File: config.mk
export PLATFORM = sky130hd
export DESIGN_NAME = lcd_segment_drive_control
export DESIGN_NICKNAME = d
export VERILOG_FILES = /design/src/design/lcd_drive_pkg.sv /design/src/design/lcd_segment_drive_control.sv
export SDC_FILE = /design/constraint.sdc
export NUM_CORES = 1
export LEC_CHECK = 0
export ABC_AREA = 0
export BUFFER_PORTS_ARGS = -buffer_cell sky130_fd_sc_hd__buf_4
export CORE_ASPECT_RATIO = 1.2
export CORE_MARGIN = 2
export CORE_UTILIZATION = 40
export DETAILED_ROUTE_END_ITERATION = 6
export PLACE_DENSITY_LB_ADDON = 0.25
export SYNTH_ARGS = -nofsm -noshare
export SYNTH_HDL_FRONTEND = slang
export SYNTH_SLANG_ARGS = --single-unit
File: constraint.sdc
create_clock -name clk -period 3 [get_ports clk]
set_clock_uncertainty 0.2 [all_clocks]
set_input_delay 0.3 -clock clk [delete_from_list [all_inputs] [get_ports clk]]
set_output_delay 0.3 -clock clk [all_outputs]
set_load 0.02 [all_outputs]
File: src/design/lcd_drive_pkg.sv
// Constants for the segment LCD drive control block
package lcd_drive_pkg;
   // ------------------------------------------------------------
   // Register map (byte offsets on the bus)
   // ------------------------------------------------------------
   localparam logic [7:0] OFS_PIN_CTRL = 8'h00;
   localparam logic [7:0] OFS_CONTROL = 8'h04;
   localparam logic [7:0] OFS_STANDBY = 8'h08;
   localparam logic [7:0] OFS_STATUS = 8'h0c;
   // ------------------------------------------------------------
   // Reset values and fixed bits
   // ------------------------------------------------------------
   localparam logic [7:0] PIN_CTRL_RESET = 8'h00;
   localparam logic [7:0] CONTROL_RESET = 8'h80;
   localparam logic [7:0] CONTROL_FIXED_ONES = 8'h80;
   localparam logic [7:0] STANDBY_FIXED_ONES = 8'hfe;
   localparam logic STANDBY_N_RESET = 1'b1;
   // ------------------------------------------------------------
   // Field positions
   // ------------------------------------------------------------
   localparam int DUTY_HI_BIT = 7;
   localparam int DUTY_LO_BIT = 6;
   localparam int COM_PAR_BIT = 5;
   localparam int EXP_SEL_BIT = 4;
   localparam int POWER_SW_BIT = 6;
   localparam int ACTIVATE_BIT = 5;
   localparam int SHOW_BIT = 4;
   localparam int STANDBY_N_BIT = 0;
   // ------------------------------------------------------------
   // Pins and duty codes
   // ------------------------------------------------------------
   localparam int SEG_PINS = 40;
   localparam int GROUP_PINS = 8;
   localparam logic [1:0] DUTY_STATIC = 2'h0;
   localparam logic [1:0] DUTY_HALF = 2'h1;
   localparam logic [1:0] DUTY_THIRD = 2'h2;
   localparam logic [1:0] DUTY_QUARTER = 2'h3;
   // ------------------------------------------------------------
   // Frame timing, in operating clock ticks
   // ------------------------------------------------------------
   localparam int SUBCLK_HZ = 32768;
   localparam int SUB_FRAME_HZ = 128;
   localparam int SUB_FRAME_TICKS = SUBCLK_HZ / SUB_FRAME_HZ;
   localparam int SYS_FRAME_TICKS = 2 * SUB_FRAME_TICKS;
   // One phase per common; a third-duty frame is three quarter phases long
   localparam logic [8:0] SUB_QUARTER_PHASE = 9'(SUB_FRAME_TICKS / 4);
endpackage

File: src/design/lcd_segment_drive_control.sv
// Segment LCD drive control: register file, pin assignment and frame timing
`timescale 1ns/10ps
`default_nettype none

// Notes on behaviour
// - Expansion bit swaps top four pins to expansion
// - Expansion off, group zero: top pins are ports
// - Group field enables eight-pin groups from top
// - Expansion on needs group zero; else ports
// - Control top bit reads one, ignores writes
// - Control register resets to 0x80
// - Power switch bit turns drive supply on
// - Supply off when inactive or in standby
// - Activate clear halts, registers kept
// - Show bit clear outputs blank data
// - Clock field picks sub or system divider
// - System clock selections blank when clock stopped
// - Sub-clock selections give 128, 64, 32 Hz
// - Third duty frame is four thirds faster
// - Duty bits pick commons; parallel copies commons in static and half duty
// - Module standby bit low parks the module
module lcd_segment_drive_control (
   input wire logic clk,
   input wire logic reset,
   input wire logic hsel,
   input wire logic [31:0] haddr,
   input wire logic [1:0] htrans,
   input wire logic hwrite,
   input wire logic [2:0] hsize,
   input wire logic [31:0] hwdata,
   input wire logic hready,
   output logic [31:0] hrdata,
   output logic hreadyout,
   output logic hresp,
   input wire logic subclk_pin,
   input wire logic standby_mode,
   input wire logic system_clock_stopped,
   input wire logic [39:0] seg_data,
   output logic [39:0] seg_out,
   output logic [39:0] seg_oe,
   output logic [3:0] com_out,
   output logic drive_power_on,
   output logic frame_pulse
);

   // ------------------------------------------------------------
   // Registers
   // ------------------------------------------------------------
   logic [7:0] pin_ctrl_r;
   logic [6:0] control_r;
   logic standby_n_r;
   logic wr_pend_r;
   logic [7:0] wr_addr_r;
   logic rd_wait_r;
   logic [7:0] rd_addr_r;
   logic [31:0] hrdata_r;
   logic hreadyout_r;
   logic [2:0] sub_sync_r;
   logic sub_level_r;
   logic sub_tick_r;
   logic [7:0] sys_div_r;
   logic [1:0] sub_div_r;
   logic [8:0] phase_cnt_r;
   logic [1:0] com_idx_r;
   logic [4:0] cfg_prev_r;
   logic alt_r;
   logic [39:0] seg_out_r;
   logic [39:0] seg_oe_r;
   logic [3:0] com_out_r;
   logic power_r;
   logic frame_r;

   logic [1:0] duty;
   logic com_par;
   logic exp_sel;
   logic [3:0] grp_sel;
   logic power_sw;
   logic activate;
   logic show;
   logic [3:0] clk_sel;
   logic use_sys;
   logic running;
   logic restart;
   logic op_tick;
   logic [8:0] phase_len;
   logic [1:0] last_com;
   logic [2:0] groups_on;
   logic exp_active;
   logic phase_end;
   logic [7:0] sys_mask;
   logic addr_ok;

   assign duty = {pin_ctrl_r[lcd_drive_pkg::DUTY_HI_BIT], pin_ctrl_r[lcd_drive_pkg::DUTY_LO_BIT]};
   assign com_par = pin_ctrl_r[lcd_drive_pkg::COM_PAR_BIT];
   assign exp_sel = pin_ctrl_r[lcd_drive_pkg::EXP_SEL_BIT];
   assign grp_sel = pin_ctrl_r[3:0];
   assign power_sw = control_r[lcd_drive_pkg::POWER_SW_BIT];
   assign activate = control_r[lcd_drive_pkg::ACTIVATE_BIT];
   assign show = control_r[lcd_drive_pkg::SHOW_BIT];
   assign clk_sel = control_r[3:0];
   assign use_sys = clk_sel[3];

   // ------------------------------------------------------------
   // Bus slave: writes complete with no wait, reads take one wait
   // ------------------------------------------------------------
   assign addr_ok = (haddr[31:8] == 24'h000000) && (haddr[1:0] == 2'h0);

   always_ff @(posedge clk) begin
      if (reset) begin
         wr_pend_r <= 1'b0;
         wr_addr_r <= 8'h00;
      end else begin
         wr_pend_r <= hsel && htrans[1] && hready && hwrite && addr_ok;
         wr_addr_r <= haddr[7:0];
      end
   end

   always_ff @(posedge clk) begin
      if (reset) begin
         rd_wait_r <= 1'b0;
         rd_addr_r <= 8'h00;
         hreadyout_r <= 1'b1;
      end else begin
         rd_wait_r <= hsel && htrans[1] && hready && !hwrite;
         if (hsel && htrans[1] && hready && !hwrite) begin
            rd_addr_r <= addr_ok ? haddr[7:0] : 8'hff;
         end
         hreadyout_r <= !(hsel && htrans[1] && hready && !hwrite);
      end
   end

   // The wait cycle lets a write just before a read land first
   always_ff @(posedge clk) begin
      if (reset) begin
         hrdata_r <= 32'h00000000;
      end else if (rd_wait_r) begin
         unique case (rd_addr_r)
            lcd_drive_pkg::OFS_PIN_CTRL: hrdata_r <= {24'h000000, pin_ctrl_r};
            lcd_drive_pkg::OFS_CONTROL:
               hrdata_r <= {24'h000000, lcd_drive_pkg::CONTROL_FIXED_ONES | {1'b0, control_r}};
            lcd_drive_pkg::OFS_STANDBY:
               hrdata_r <= {24'h000000, lcd_drive_pkg::STANDBY_FIXED_ONES | {7'h00, standby_n_r}};
            lcd_drive_pkg::OFS_STATUS:
               hrdata_r <= {24'h000000, 4'h0, alt_r, power_r, com_idx_r == 2'h0, running};
            default: hrdata_r <= 32'h00000000;
         endcase
      end
   end

   // Expansion bit is writable everywhere; parts without it must leave it alone
   always_ff @(posedge clk) begin
      if (reset) begin
         pin_ctrl_r <= lcd_drive_pkg::PIN_CTRL_RESET;
      end else if (wr_pend_r && wr_addr_r == lcd_drive_pkg::OFS_PIN_CTRL) begin
         pin_ctrl_r <= hwdata[7:0];
      end
   end

   // Clearing activate only halts the engine; nothing here is cleared
   always_ff @(posedge clk) begin
      if (reset) begin
         control_r <= lcd_drive_pkg::CONTROL_RESET[6:0];
      end else if (wr_pend_r && wr_addr_r == lcd_drive_pkg::OFS_CONTROL) begin
         control_r <= hwdata[6:0];
      end
   end

   always_ff @(posedge clk) begin
      if (reset) begin
         standby_n_r <= lcd_drive_pkg::STANDBY_N_RESET;
      end else if (wr_pend_r && wr_addr_r == lcd_drive_pkg::OFS_STANDBY) begin
         standby_n_r <= hwdata[lcd_drive_pkg::STANDBY_N_BIT];
      end
   end

   // ------------------------------------------------------------
   // Sub-clock pin: three stages, a change counts once stages agree
   // ------------------------------------------------------------
   always_ff @(posedge clk) begin
      if (reset) begin
         sub_sync_r <= 3'h0;
         sub_level_r <= 1'b0;
         sub_tick_r <= 1'b0;
      end else begin
         sub_sync_r <= {sub_sync_r[1:0], subclk_pin};
         if (sub_sync_r[1] == sub_sync_r[2]) begin
            sub_level_r <= sub_sync_r[2];
         end
         sub_tick_r <= (sub_sync_r[1] == sub_sync_r[2]) && sub_sync_r[2] && !sub_level_r;
      end
   end

   // ------------------------------------------------------------
   // Operating clock selection
   // ------------------------------------------------------------
   // System selections produce nothing while the system clock is stopped
   assign running = activate && standby_n_r && !standby_mode
                    && !(use_sys && system_clock_stopped);
   assign restart = cfg_prev_r != {activate, clk_sel};

   // Divider by 2 to the power (code + 1): tick when those low bits are all ones
   assign sys_mask = 8'((9'h002 << clk_sel[2:0]) - 9'h001);

   always_comb begin
      unique case (clk_sel[1:0])
         2'h0: op_tick = sub_tick_r;
         2'h1: op_tick = sub_tick_r && sub_div_r[0];
         default: op_tick = sub_tick_r && (sub_div_r == 2'h3);
      endcase
      if (use_sys) begin
         op_tick = (sys_div_r & sys_mask) == sys_mask;
      end
   end

   always_ff @(posedge clk) begin
      if (reset) begin
         sys_div_r <= 8'h00;
         sub_div_r <= 2'h0;
         cfg_prev_r <= 5'h00;
      end else begin
         cfg_prev_r <= {activate, clk_sel};
         if (!running || restart) begin
            sys_div_r <= 8'h00;
            sub_div_r <= 2'h0;
         end else begin
            sys_div_r <= sys_div_r + 8'h01;
            if (sub_tick_r) begin
               sub_div_r <= sub_div_r + 2'h1;
            end
         end
      end
   end

   // ------------------------------------------------------------
   // Frame timing: one phase per common
   // ------------------------------------------------------------
   // Sub frame is 256 ticks (128 Hz at 32.768 kHz), system frame twice that
   always_comb begin
      unique case (duty)
         lcd_drive_pkg::DUTY_STATIC: phase_len = 9'h004 * lcd_drive_pkg::SUB_QUARTER_PHASE;
         lcd_drive_pkg::DUTY_HALF: phase_len = 9'h002 * lcd_drive_pkg::SUB_QUARTER_PHASE;
         default: phase_len = lcd_drive_pkg::SUB_QUARTER_PHASE;
      endcase
      if (use_sys) begin
         phase_len = 9'(phase_len << 1);
      end
   end

   assign last_com = duty;
   assign phase_end = op_tick && (phase_cnt_r == 9'(phase_len - 9'h001));

   always_ff @(posedge clk) begin
      if (reset) begin
         phase_cnt_r <= 9'h000;
         com_idx_r <= 2'h0;
         alt_r <= 1'b0;
         frame_r <= 1'b0;
      end else if (!running || restart) begin
         phase_cnt_r <= 9'h000;
         com_idx_r <= 2'h0;
         frame_r <= 1'b0;
      end else begin
         frame_r <= phase_end && (com_idx_r >= last_com);
         if (op_tick) begin
            phase_cnt_r <= phase_end ? 9'h000 : phase_cnt_r + 9'h001;
         end
         if (phase_end) begin
            if (com_idx_r >= last_com) begin
               com_idx_r <= 2'h0;
               alt_r <= !alt_r;
            end else begin
               com_idx_r <= com_idx_r + 2'h1;
            end
         end
      end
   end

   // ------------------------------------------------------------
   // Commons
   // ------------------------------------------------------------
   always_ff @(posedge clk) begin
      if (reset) begin
         com_out_r <= 4'h0;
      end else if (!running) begin
         com_out_r <= 4'h0;
      end else if (com_par && duty == lcd_drive_pkg::DUTY_STATIC) begin
         com_out_r <= 4'hf;
      end else if (com_par && duty == lcd_drive_pkg::DUTY_HALF) begin
         com_out_r <= com_idx_r[0] ? 4'hc : 4'h3;
      end else begin
         com_out_r <= 4'(4'h1 << com_idx_r);
      end
   end

   // ------------------------------------------------------------
   // Segment pins
   // ------------------------------------------------------------
   always_comb begin
      if (grp_sel[3]) begin
         groups_on = 3'h5;
      end else if (grp_sel[2:1] != 2'h0) begin
         groups_on = {1'b0, grp_sel[2:1]} + 3'h1;
      end else begin
         groups_on = {2'h0, grp_sel[0]};
      end
      if (exp_sel) begin
         groups_on = 3'h0;
      end
   end

   // Any nonzero group code with expansion on leaves every pin a port
   assign exp_active = exp_sel && (grp_sel == 4'h0);

   genvar i;
   generate
      for (i = 0; i < lcd_drive_pkg::SEG_PINS; i++) begin : g_seg
         localparam int GRP = (lcd_drive_pkg::SEG_PINS - 1 - i) / lcd_drive_pkg::GROUP_PINS;
         localparam logic [2:0] GRP_ID = 3'(GRP);
         always_ff @(posedge clk) begin
            if (reset) begin
               seg_oe_r[i] <= 1'b0;
               seg_out_r[i] <= 1'b0;
            end else if (exp_active && i >= lcd_drive_pkg::SEG_PINS - 4) begin
               seg_oe_r[i] <= 1'b1;
               unique case (i)
                  39: seg_out_r[i] <= frame_r;
                  38: seg_out_r[i] <= op_tick && running;
                  37: seg_out_r[i] <= running && show && seg_data[i];
                  default: seg_out_r[i] <= alt_r;
               endcase
            end else if (GRP_ID < groups_on) begin
               seg_oe_r[i] <= 1'b1;
               seg_out_r[i] <= running && show && seg_data[i];
            end else begin
               seg_oe_r[i] <= 1'b0;
               seg_out_r[i] <= 1'b0;
            end
         end
      end
   endgenerate

   // ------------------------------------------------------------
   // Drive supply
   // ------------------------------------------------------------
   always_ff @(posedge clk) begin
      if (reset) begin
         power_r <= 1'b0;
      end else begin
         power_r <= power_sw && activate && standby_n_r && !standby_mode;
      end
   end

   assign hrdata = hrdata_r;
   assign hreadyout = hreadyout_r;
   assign hresp = 1'b0;
   assign seg_out = seg_out_r;
   assign seg_oe = seg_oe_r;
   assign com_out = com_out_r;
   assign drive_power_on = power_r;
   assign frame_pulse = frame_r;

endmodule

`default_nettype wire

==> impl_summary.md, run 1 <==
Synth
Counting flops and latches in the post-synthesis netlist gives 127. The average cell area after synthesis is 9.56 um2. The cell area after technology mapping is roughly 0.0054 mm2. The predominant post-synthesis flop cell is sky130_fd_sc_hd__dfxtp_1. By count the netlist is led by sky130_fd_sc_hd__dfxtp_1, sky130_fd_sc_hd__buf_4, sky130_fd_sc_hd__nor2_1. Yosys instantiated no cell more often than sky130_fd_sc_hd__dfxtp_1. Yosys mapped a number of flops with a built-in enable equal to 0. The cell taking the most area after synthesis is sky130_fd_sc_hd__dfxtp_1. The sequential fraction of the synthesis area is 47.5%.

The post-synthesis cell count is 560. The warning count from the yosys run is 0. The share of flip-flops with an asynchronous set or reset is 0%. The number of distinct standard cells referenced by the synthesized netlist is 62. The fraction of synthesized cell area taken by the top area cell type is 47.5%. After synthesis, the cell types taking the most area are sky130_fd_sc_hd__dfxtp_1, sky130_fd_sc_hd__buf_4, sky130_fd_sc_hd__and2_1.

CTS
The number of H-tree branching levels is 4. The clock slew seen by the registers of the worst setup and hold paths is 0.06 ns. The clock passes through at most 2 buffers.

Clock latency on the worst-skew pair, taken at its later pin, is 0.41 ns. The tree is rooted in a sky130_fd_sc_hd__clkbuf_16. The CTS buffer count is 17. Counting every sink on the clock net gives 127. After clock tree synthesis, the setup repair step added 0 buffers. TritonCTS built the clock tree.

Place
Summed over all nets, the half-perimeter wirelength after detailed placement is roughly 9.5 mm. The placer's final routability congestion estimate is 0.802. The number of input and output port buffers inserted is 183.

Outcome
The run finished with clean final reports.

Routing
The count of TritonRoute iterations in the first routing pass is 4. The violation count after the first detailed-route iteration is 223. For this run, design rule violations remaining after detail routing come to 0. The total vias in the final route is 4581. The number of nets with antenna violations after routing is 0. After detailed routing, the number of vias per cell comes to ~4.8. The routed wire length is 13.1 mm. Dividing the detail-routed wire length by the instance count gives 13.7 um.

Timing
The transition time at the pin with the least slew margin is 0.542 ns. The routed design could run at a clock period as short as 2.78 ns. After layout, the worst path uses 92.5% of the clock period. The number of hold violations in the final report is 0.

The relative slew slack is 63.9%. The final setup violation count is 0. The number of max-slew violations in the final report was 0. Adding up every negative setup slack in the final design gives 0 ns. For this run, the top clock speed supported by timing is around 360 MHz. Setup repair after global routing left no endpoint under its margin.

Layout
The share of cells above drive strength 1 is 29.5%. From synthesis to final layout, the design area changed by 45.7%. The antenna diode instance count is 0.

The filler cells instantiated in the layout total 1096. At the end of the flow, the number of nets in the layout was 906.

Worst setup path
The standard cell with the maximum stage delay on the critical path is sky130_fd_sc_hd__or4_1. The worst setup path is of the flip-flop to flip-flop kind. In this run the worst setup path begins at control_r[0]$_SDFFE_PP0P_. Data on the critical path arrives at its endpoint at ~2.9 ns. The launching point of the worst reg2reg path is control_r[0]$_SDFFE_PP0P_. In this run the worst path has a maximum fanout of 16. The worst setup path is launched from a flip-flop. The type of element capturing the critical path is a flip-flop.

The data required time of the critical path is about 3.1 ns. The largest single stage delay on the critical path is 0.56 ns. The critical path goes through or3_4 > ha_1 > xor2_1 > o2bb2ai_1 > a221oi_4 > a21oi_4 > or4_1 > a21oi_1.

The number of cells on the worst reg-to-reg path is 8.

Run
Max-cap violations in this run came to 0.

Floorplanning
The total area inside the core boundary comes to 0.0131 mm2. The die is roughly 110 um wide. The area of the die is 0.0143 mm2. Once the floorplan was initialized, standard cells occupied between 40% and 50% of the core. Row generation in the floorplan step produced 46 rows.

The die is 131 um tall. The boundary pin count is 237.

GRT
The number of global-route vias before repair is around 4400. The largest net degree at the start of global routing is 53. The number of antenna violations at the first check in global routing is 0. The first global-routing pass estimated 20.4 mm of wire. Global routing finished with a remaining overflow of 0. For this run, the total global-route usage over all layers was measured as 18.4%.

Power
The cell area power density is 535 mW/mm2. VDD sags by at most 0.000336 V. Summed over all cells, the static leakage comes to 0.00345 uW. The total chip power is between 4000 and 5000 uW.

Min path
In this run the worst hold path is classified as input pin to flip-flop. Along the worst hold path, the cell count comes to 3. The start point of the worst min-delay path is hready.
## report_power, final
part	internal [uW]	switching, uW	total (uW)
logic	137	89.9	227
registers	1700	8.70	1710
clock network	1500	739	2240
total	3340	838	4170
## final timing paths
path	end	slack [ns]
worst max-delay path	com_idx_r[0]$_SDFFE_PP0N_	0.22
worst min-delay path	wr_pend_r$_SDFF_PP0_	0.007
worst max register to register	com_idx_r[0]$_SDFFE_PP0N_	0.22
worst min register to register	sub_tick_r$_SDFF_PP0_	0.22
## stage by stage
step / cell area [um2] / hold WS, ns / setup slack [ns] / cells / util (%)
CTS: 7790 / 0.00144 / 0.187 / 957 / 59.4
finish: 7800 / 0.00744 / 0.224 / 957 / 59.5
detailed placement: 6570 / 0.215 / 0.204 / 868 / 50.1
global route: 7800 / 0.0151 / 0.0830 / 957 / 59.5
floorplan: 5450 / 0.179 / 0.363 / 584 / -
global placement: 6570 / 0.212 / 0.295 / 868 / 50.1
## cell usage in the layout (no fill, tap or decap), types with 20 or more instances in the layout
cell type	instances
sky130_fd_sc_hd__mux2i_1	20
sky130_fd_sc_hd__conb_1	25
sky130_fd_sc_hd__nand2_1	36
sky130_fd_sc_hd__a21oi_1	21
sky130_fd_sc_hd__nor2b_1	20
sky130_fd_sc_hd__nor2_1	46
sky130_fd_sc_hd__and2_1	38
sky130_fd_sc_hd__dlygate4sd3_1	57
sky130_fd_sc_hd__buf_4	190
sky130_fd_sc_hd__dfxtp_1	127
## per-layer routing
layer | wire, um | global-route usage (%) | vias to the layer above
met2 | 6730 | 33.7 | 181
met3 | 923 | 4.12 | 14
met4 | 171 | 7.30 | 0
met5 | 0 | 0 | -
met1 | 5310 | 20.4 | 2124
li1 | - | - | 2262
## sequential cells by signal (all words and copies together), names as in the netlist, 2 cells and up
register,count
sys_div_r,8
pin_ctrl_r,8
sub_div_r,2
wr_addr_r,8
com_out,4
control_r,7
hrdata,8
cfg_prev_r,5
sub_sync_r,3
seg_oe,6
seg_out,40
phase_cnt_r,9
rd_addr_r,8
com_idx_r,2
## layout make-up
class	instances	area, um2	share of cell area (%)
clock buffer	19	443	5.68
clock inverter	13	210	2.69
inverter	18	67.6	0.866
multi-input combinational	365	2330	29.9
sequential	127	2540	32.6
tap	168	210	2.69
timing repair buffer	247	2000	25.6
## timing repair
| action | 4_1_cts | 5_1_grt |
|---|---|---|
| hold endpoints to repair | 70 | 0 |
| endpoints found under the setup margin | 0 | 1 |
| hold buffers | 57 | 0 |
| resized for setup | 0 | 1 |
## critical path: cells and delay by family, from the launching register on
kind | cells | cell delay [ns]
AND/OR/NAND/NOR | 2 | 0.91
AO/OA/AOI/OAI | 4 | 0.76
flip-flops | 1 | 0.36
adder cells (fa/ha/maj) | 1 | 0.30
XOR/XNOR | 1 | 0.16
## cells by family after synthesis
| kind of cell | Yosys count | share of synthesized area [%] |
|---|---|---|
| flops | 127 | 47.5 |
| simple gates | 213 | 21.5 |
| other cells | 1 | 0.0700 |
| fa+ha+maj | 13 | 3.04 |
| compound gates | 76 | 10.2 |
| xor+xnor | 16 | 2.62 |
| mux | 22 | 4.37 |
| buf+inv | 92 | 10.8 |
Power figures use the tool's default switching activity.
==> run 2: changes to the inputs <==
ABC_AREA = 1   (was 0)
HOLD_SLACK_MARGIN = 0.1   (was unset)
SKIP_CTS_REPAIR_TIMING = 1   (was unset)
==> impl_summary.md, run 2 <==
Worst setup path
The launching point of the worst reg2reg path is control_r[2]$_SDFFE_PP0P_. The critical-path maximum fanout is 9 (-7). The worst setup path is launched from a flip-flop.

The endpoint of the most critical register-to-register path is alt_r$_SDFFE_PP0P_. The type of element capturing the critical path is a flip-flop. The number of cells on the worst reg-to-reg path is 14 (+6). The data required time of the critical path came to 3.11 ns (-0.02 ns). By startpoint and endpoint, the worst setup path is classified as flip-flop to flip-flop. The arrival time at the worst endpoint is 2.35 ns (-0.56 ns). The setup slack of the worst register-to-register path came to 0.76 ns (+0.54 ns).

Layout
The share of cells above drive strength 1 was 28.1% (-1.5 points). The most common cell after layout, fill and taps aside is sky130_fd_sc_hd__buf_4. The number of fill cells is 1195 (+9.0%). In the layout the commonest cells are sky130_fd_sc_hd__buf_4, sky130_fd_sc_hd__dfxtp_1, sky130_fd_sc_hd__nand2_1.

The number of nets in the final layout was 1018 (+12%). The antenna diode instance count is 0 (unchanged). The flip-flop count of the largest register after layout is 40 (unchanged). The area growth from synthesis to layout is 43.5%.

The post-layout instance area came to 0.00778 mm2 (-0.27%).

Place
The number of input and output port buffers inserted is 183 (unchanged). The cell area after placement is 0.00659 mm2 (+0.29%). The final HPWL from detailed placement is 9.58 mm (+0.96%).

The placer's final routability congestion estimate is 0.813 (+1.4%).

CTS
The clock slew seen by the registers of the worst setup and hold paths is 0.06 ns (about the same). The clock sink count was 127 (unchanged). The CTS buffer count is 17 (unchanged). The CTS tree is yes. The maximum root-to-sink buffer count was 2 (unchanged). The clock network latency to the later pin of the worst-skew pair is 0.41 ns (about the same).

The number of H-tree branching levels is 4 (unchanged). The cell at the root of the clock tree is sky130_fd_sc_hd__clkbuf_16.

Power
The static leakage is 0.00339 uW (-1.6%). The sequential group share of total power was 42.8% (+1.9 points). The cell area power density is 513 mW/mm2 (-4.2%). The net switching power is 876 uW (+4.6%). The clock network power share was 50.8% (-2.8 points). The combinational cell fraction of total power was 6.4% (+1.0 points). The switching share of power is 22.0% (+1.9 points). The internal portion of total power was 3110 uW (-6.7%).

The worst IR drop on VDD is 0.000376 V (+12%).

Synth
In the post-synthesis netlist, the cell with the most instances is sky130_fd_sc_hd__dfxtp_1. The count of flip-flops with a built-in enable after synthesis is 0 (unchanged). By count the netlist is led by sky130_fd_sc_hd__dfxtp_1, sky130_fd_sc_hd__nand2_1, sky130_fd_sc_hd__nor2_1.

The cell taking the most area after synthesis is sky130_fd_sc_hd__dfxtp_1. The share of flip-flops with an asynchronous set or reset is 0% (unchanged). The predominant post-synthesis flop cell is sky130_fd_sc_hd__dfxtp_1.

The post-synthesis cell count is 674 (+20%). The synthesis-stage register bit count is 127 (unchanged). The warning count from the yosys run is 0 (unchanged). The average cell area after synthesis was 8.04 um2 (-16%). The fraction of synthesized cell area taken by the top area cell type is 46.9% (-0.58 points). The number of distinct standard cells referenced by the synthesized netlist was 45 (-27%). The sequential fraction of the synthesis area came to 46.9% (-0.58 points).

By area the synthesized netlist is led by sky130_fd_sc_hd__dfxtp_1, sky130_fd_sc_hd__buf_4, sky130_fd_sc_hd__nand2_1. The cell area after technology mapping is 0.00542 mm2 (+1.2%).

Timing
The final critical delay including setup and external delays came to 2.24 ns (-0.538 ns). The post-route clock period utilization is 74.6% (-18 points). The maximum clock frequency is 447 MHz (+24%). The number of max-slew violations in the final report is 0 (unchanged).

Setup repair after global routing left no endpoint under its margin. The transition time at the pin with the least slew margin is 0.693 ns (+0.151 ns). The final setup violation count was 0 (unchanged). The number of hold violations in the final report is 0 (unchanged). The relative slew slack is 53.4% (-10 points). The final sum of negative setup slack was 0 ns (unchanged).

GRT
In this run the most used layer during global routing was met2. The fraction of met1 tracks used by global routing is 19.8% (-0.59 points). The global-route met3 utilization came to 5.26% (+1.1 points). The number of antenna violations at the first check in global routing was 0 (unchanged). The largest net degree at the start of global routing is 36 (-32%). The sum of overflow across all layers after global routing was 0 (unchanged). The number of global-route vias before repair was 4156 (-5.3%).

The met2 capacity usage during global routing came to 30.1% (-3.5 points). The all-layer global routing usage was 17.5% (-0.84 points). The first-pass GRT wire length is 19.7 mm (-3.5%).

Routing
The DRC violation count after routing is 0 (unchanged). The via density per instance is 4.54 (-5.2%). The total vias in the final route is 4851 (+5.9%). The count of TritonRoute iterations in the first routing pass was 4 (unchanged).

The wire length per cell after detailed routing came to 12.8 um (-6.4%). The routed wire length was 13.7 mm (+4.5%). The violation count after the first detailed-route iteration is 213 (-4.5%). The number of nets with antenna violations after routing is 0 (unchanged).

Outcome
The run finished with clean final reports.

Floorplanning
The vertical die dimension was 132 um (+0.60%). The area of the core was 0.0132 mm2 (+0.88%). The area of the die is 0.0145 mm2 (+1.2%). The boundary pin count is 237 (unchanged). The horizontal die dimension came to 110 um (+0.59%). The starting density of the core is 41.0% (+0.15 points). The row count is 46 (unchanged).

Min path
The cell depth of the worst hold path is 2 (-1). The start point of the worst min-delay path is reset. The type of the most critical hold path is input pin to flip-flop. For hold timing, the worst endpoint is seg_out[39]$_SDFF_PP0_.

Run
The number of violations of the max-capacitance limit is 0 (unchanged).
==> run 2: cell count changes after synthesis, moves of 19 or more <==
cell,change
sky130_fd_sc_hd__nor2_1,+50
sky130_fd_sc_hd__and2_1,-38
sky130_fd_sc_hd__inv_1,+46
sky130_fd_sc_hd__nand2_1,+82
sky130_fd_sc_hd__nor2b_1,-20
sky130_fd_sc_hd__o21ai_0,+25
sky130_fd_sc_hd__mux2i_1,-19
==> run 2: power by group through the flow <==
| stage | clock network [uW] | registers (uW) | logic [uW] |
|---|---|---|---|
| after floorplan | 0 | 1740 | 107 |
| final | 2030 | 1710 | 256 |
| after detailed placement | 0 | 1740 | 189 |
| after global routing | 2150 | 1710 | 277 |
| after global placement | 0 | 1740 | 188 |
| after CTS | 2070 | 1710 | 190 |
==> run 2: layer usage <==
layer / vias to the layer above / wire length, um
li1: 2504 / -
met1: 2155 / 5560
met2: 181 / 6960
met3: 11 / 1040
met4: 0 / 165
met5: - / 0
==> run 2: kinds of logic (layout without fill, tap and decap cells) <==
| group | count (synthesis) | in the layout | synth area share, % |
|---|---|---|---|
| AOI/OAI and AO/OA | 90 | 90 | 9.51 |
| xor gates and xnor gates | 12 | 12 | 1.94 |
| adders and majority gates | 13 | 13 | 3.00 |
| buffers and inverters | 148 | 351 | 14.9 |
| DFF | 127 | 127 | 46.9 |
| muxes | 1 | 1 | 0.185 |
| other | 1 | 25 | 0.0692 |
| and+or+nand+nor | 282 | 282 | 23.5 |
==> run 2: worst max-delay path, stage by stage (launching register included) <==
cell and delay [ns]:
sky130_fd_sc_hd__dfxtp_1 0.55, sky130_fd_sc_hd__inv_4 0.10, sky130_fd_sc_hd__nand3_1 0.10, sky130_fd_sc_hd__ha_1 0.23, sky130_fd_sc_hd__nand3_1 0.10, sky130_fd_sc_hd__nand2_1 0.09, sky130_fd_sc_hd__nor2_2 0.04, sky130_fd_sc_hd__nor2_2 0.13
sky130_fd_sc_hd__nand2_4 0.09, sky130_fd_sc_hd__nand2_8 0.10, sky130_fd_sc_hd__nand2_4 0.09, sky130_fd_sc_hd__inv_6 0.09, sky130_fd_sc_hd__nand2_2 0.06, sky130_fd_sc_hd__o21ai_1 0.11, sky130_fd_sc_hd__nor2_1 0.04
==> run 2: final cells by class <==
cell class	instances	area [um2]	area share (%)
sequential	127	2540	32.7
timing repair buffer	245	1990	25.6
tap	168	210	2.70
clock buffer	20	457	5.87
inverter	74	285	3.67
multi-input combinational	423	2160	27.8
clock inverter	12	134	1.72
==> run 2: worst max path at each step <==
stage / from / to / slack, ns / cells after the start
floorplan: control_r[1]$_SDFFE_PP0P_ / alt_r$_SDFFE_PP0P_ / 0.93 / 15
global route: control_r[2]$_SDFFE_PP0P_ / phase_cnt_r[7]$_SDFFE_PP0P_ / 0.54 / 14
detailed placement: control_r[2]$_SDFFE_PP0P_ / alt_r$_SDFFE_PP0P_ / 0.76 / 14
global placement: control_r[2]$_SDFFE_PP0P_ / alt_r$_SDFFE_PP0P_ / 0.77 / 14
CTS: control_r[2]$_SDFFE_PP0P_ / alt_r$_SDFFE_PP0P_ / 0.75 / 14
finish: control_r[2]$_SDFFE_PP0P_ / alt_r$_SDFFE_PP0P_ / 0.76 / 14
==> run 2: through the flow <==
| stage | utilization, % | power (uW) | setup WS, ns | instances | hold WS (ns) |
|---|---|---|---|---|---|
| after global placement | 49.8 | 1930 | 0.766 | 977 | 0.189 |
| final | 58.8 | 3990 | 0.762 | 1069 | 0.0902 |
| after global routing | 58.8 | 4140 | 0.540 | 1069 | 0.101 |
| after detailed placement | 49.8 | 1930 | 0.760 | 977 | 0.204 |
| after floorplan | - | 1850 | 0.931 | 698 | 0.188 |
| after CTS | 54.2 | 3970 | 0.751 | 1009 | -0.114 |
==> run 3: changes to the inputs <==
clock period = 2.03 ns   (was 3 ns; I/O delays follow)
==> impl_summary.md, run 3 (synthesis gave the netlist of run 2 again) <==
Floorplanning
The area of the die is 0.0145 mm2 (unchanged). The area of the core is 0.0132 mm2 (unchanged). The starting density of the core is 41.0% (unchanged). The horizontal die dimension is 110 um (unchanged).

The boundary pin count is 237 (unchanged). The vertical die dimension was 132 um (unchanged). The row count is 46 (unchanged).

Place
The cell area after placement came to 0.00683 mm2 (+3.6%). The placer's final routability congestion estimate is 0.816 (+0.36%). The final HPWL from detailed placement came to 9.99 mm (+4.3%). The number of input and output port buffers inserted came to 183 (unchanged).

Outcome
The checks that failed: setup timing. The run finished, with violations left.

CTS
The CTS buffer count is 17 (unchanged). The maximum root-to-sink buffer count is 2 (unchanged). Clock tree synthesis selected as its root buffer the cell sky130_fd_sc_hd__clkbuf_16. The number of H-tree branching levels is 4 (unchanged). The clock sink count came to 127 (unchanged). TritonCTS built the clock tree. The clock network latency to the later pin of the worst-skew pair is 0.41 ns (about the same).

The clock slew seen by the registers of the worst setup and hold paths was 0.06 ns (about the same).

Power
The worst IR drop on VDD is 0.000539 V (+43%). The cell area power density was 724 mW/mm2 (+41%). The net switching power is 1320 uW (+50%). The static leakage came to 0.00359 uW (+5.6%). The sequential group share of total power is 42.5% (-0.3 points). The clock network power share is 50.8% (about the same). The switching share of power is 22.2% (+0.27 points). The internal portion of total power was 4610 uW (+48%). The combinational cell fraction of total power is 6.7% (+0.3 points).

Layout
The most common cell after layout, fill and taps aside is sky130_fd_sc_hd__buf_4. The post-route core utilization is 61.8% (+3.0 points). The post-layout instance area is 0.00818 mm2 (+5.1%). The flip-flop count of the largest register after layout is 40 (unchanged).

The number of nets in the final layout is 1054 (+3.5%). The layout overhead on the synthesized area is 50.8%. Leaving out fill and tap cells, the most frequent cells in the layout are sky130_fd_sc_hd__buf_4, sky130_fd_sc_hd__dfxtp_1, sky130_fd_sc_hd__nand2_1.

The antenna diode instance count came to 0 (unchanged). The share of cells above drive strength 1 is 32.2% (+4.1 points).

Routing
The number of nets with antenna violations after routing is 0 (unchanged). The DRC violation count after routing is 0 (unchanged). The count of TritonRoute iterations in the first routing pass came to 4 (unchanged). The via density per instance is 4.59 (+1.0%). The routed wire length is 14.5 mm (+5.4%). The violation count after the first detailed-route iteration is 234 (+9.9%).

The total vias in the final route is 5062 (+4.3%). The wire length per cell after detailed routing is 13.1 um (+2.1%).

Worst setup path
The critical-path maximum fanout came to 7 (-2). The worst setup path is launched from a flip-flop. The arrival time at the worst endpoint is 2.22 ns (-0.13 ns). The critical path in this run is classified as flip-flop to flip-flop. The type of element capturing the critical path is a flip-flop.

The data required time of the critical path came to 2.13 ns (-0.98 ns).

Timing
The post-route clock period utilization is 104% (+30 points). The maximum clock frequency is 472 MHz (+5.7%). Setup repair after global routing could not meet its margin everywhere. The worst setup margin came to -0.0882 ns (-0.850 ns). The number of max-slew violations in the final report is 0 (unchanged).

The final setup violation count is 12 (+12). The number of hold violations in the final report is 0 (unchanged). The final critical delay including setup and external delays is 2.12 ns (-0.120 ns).

Run
The number of violations of the max-capacitance limit is 0 (unchanged).

GRT
The number of antenna violations at the first check in global routing came to 0 (unchanged). The number of global-route vias before repair is 4195 (+0.94%). The all-layer global routing usage was 17.6% (+0.11 points). The sum of overflow across all layers after global routing is 0 (unchanged). The largest net degree at the start of global routing is 28 (-22%). The first-pass GRT wire length came to 19.9 mm (+1.3%).

Min path
The type of the most critical hold path is input pin to flip-flop.
-- run 3: cell types whose count changed in the layout (fill, tap and decap cells not counted), sizes merged --
cell,before,now
clkbuf,20,19
clkinvlp,2,3
clkinv,6,5
dlygate4sd3,60,64
buf,185,217
-- run 3: worst paths after layout --
check / startpoint / to / slack, ns / cells past startpoint
max reg2reg: control_r[1]$_SDFFE_PP0P_ / alt_r$_SDFFE_PP0P_ / -0.09 / 14
max: control_r[1]$_SDFFE_PP0P_ / alt_r$_SDFFE_PP0P_ / -0.09 / 14
min: reset / cfg_prev_r[1]$_SDFF_PP0_ / 0.11 / 3
min reg2reg: sub_sync_r[0]$_SDFF_PP0_ / sub_sync_r[1]$_SDFF_PP0_ / 0.20 / 2
-- run 3: final cells by class --
cell class	instances	area [um2]
timing repair buffer	281	2270
tap	168	210
clock buffer	19	453
sequential	127	2550
inverter	74	295
fill	1161	5060
multi-input combinational	423	2260
clock inverter	12	136
-- run 3: layer usage --
| metal | up-vias | GRT usage [%] | wire length (um) |
|---|---|---|---|
| met5 | - | 0 | 0 |
| met4 | 0 | 6.04 | 183 |
| met3 | 14 | 5.90 | 1110 |
| met2 | 193 | 30.3 | 7230 |
| met1 | 2282 | 20.1 | 5960 |
| li1 | 2573 | - | - |
-- run 3: power groups by stage --
| stage | logic (uW) | registers (uW) | clock network, uW |
|---|---|---|---|
| final | 395 | 2520 | 3010 |
| after global routing | 424 | 2520 | 3200 |
| after detailed placement | 291 | 2580 | 0 |
| after floorplan | 159 | 2580 | 0 |
| after global placement | 289 | 2580 | 0 |
| after CTS | 292 | 2520 | 3050 |
-- run 3: through the flow --
stage / power, uW / setup slack (ns) / hold WS (ns) / TNS [ns] / instances
6_report: 5920 / -0.0882 / 0.109 / -0.429 / 1104
5_1_grt: 6140 / -0.218 / 0.111 / -2.36 / 1104
4_1_cts: 5870 / -0.128 / -0.199 / -0.756 / 1037
3_5_place_dp: 2870 / -0.103 / 0.199 / -0.526 / 1006
3_3_place_gp: 2860 / -0.0370 / 0.195 / -0.139 / 1006
2_1_floorplan: 2730 / 0.00621 / 0.110 / 0 / 698
-- run 3: critical path, stage by stage, from the launching register on --
cell	delay [ns]
sky130_fd_sc_hd__dfxtp_4	0.37
sky130_fd_sc_hd__nor2_4	0.11
sky130_fd_sc_hd__nand2_2	0.09
sky130_fd_sc_hd__ha_4	0.27
sky130_fd_sc_hd__nor2_2	0.03
sky130_fd_sc_hd__nor2_1	0.11
sky130_fd_sc_hd__nand4_1	0.10
sky130_fd_sc_hd__nor2_2	0.15
sky130_fd_sc_hd__nand2_4	0.10
sky130_fd_sc_hd__nand2_8	0.11
sky130_fd_sc_hd__nand2_8	0.08
sky130_fd_sc_hd__inv_8	0.08
sky130_fd_sc_hd__nand2_4	0.05
sky130_fd_sc_hd__o21ai_2	0.13
sky130_fd_sc_hd__nor2_1	0.04
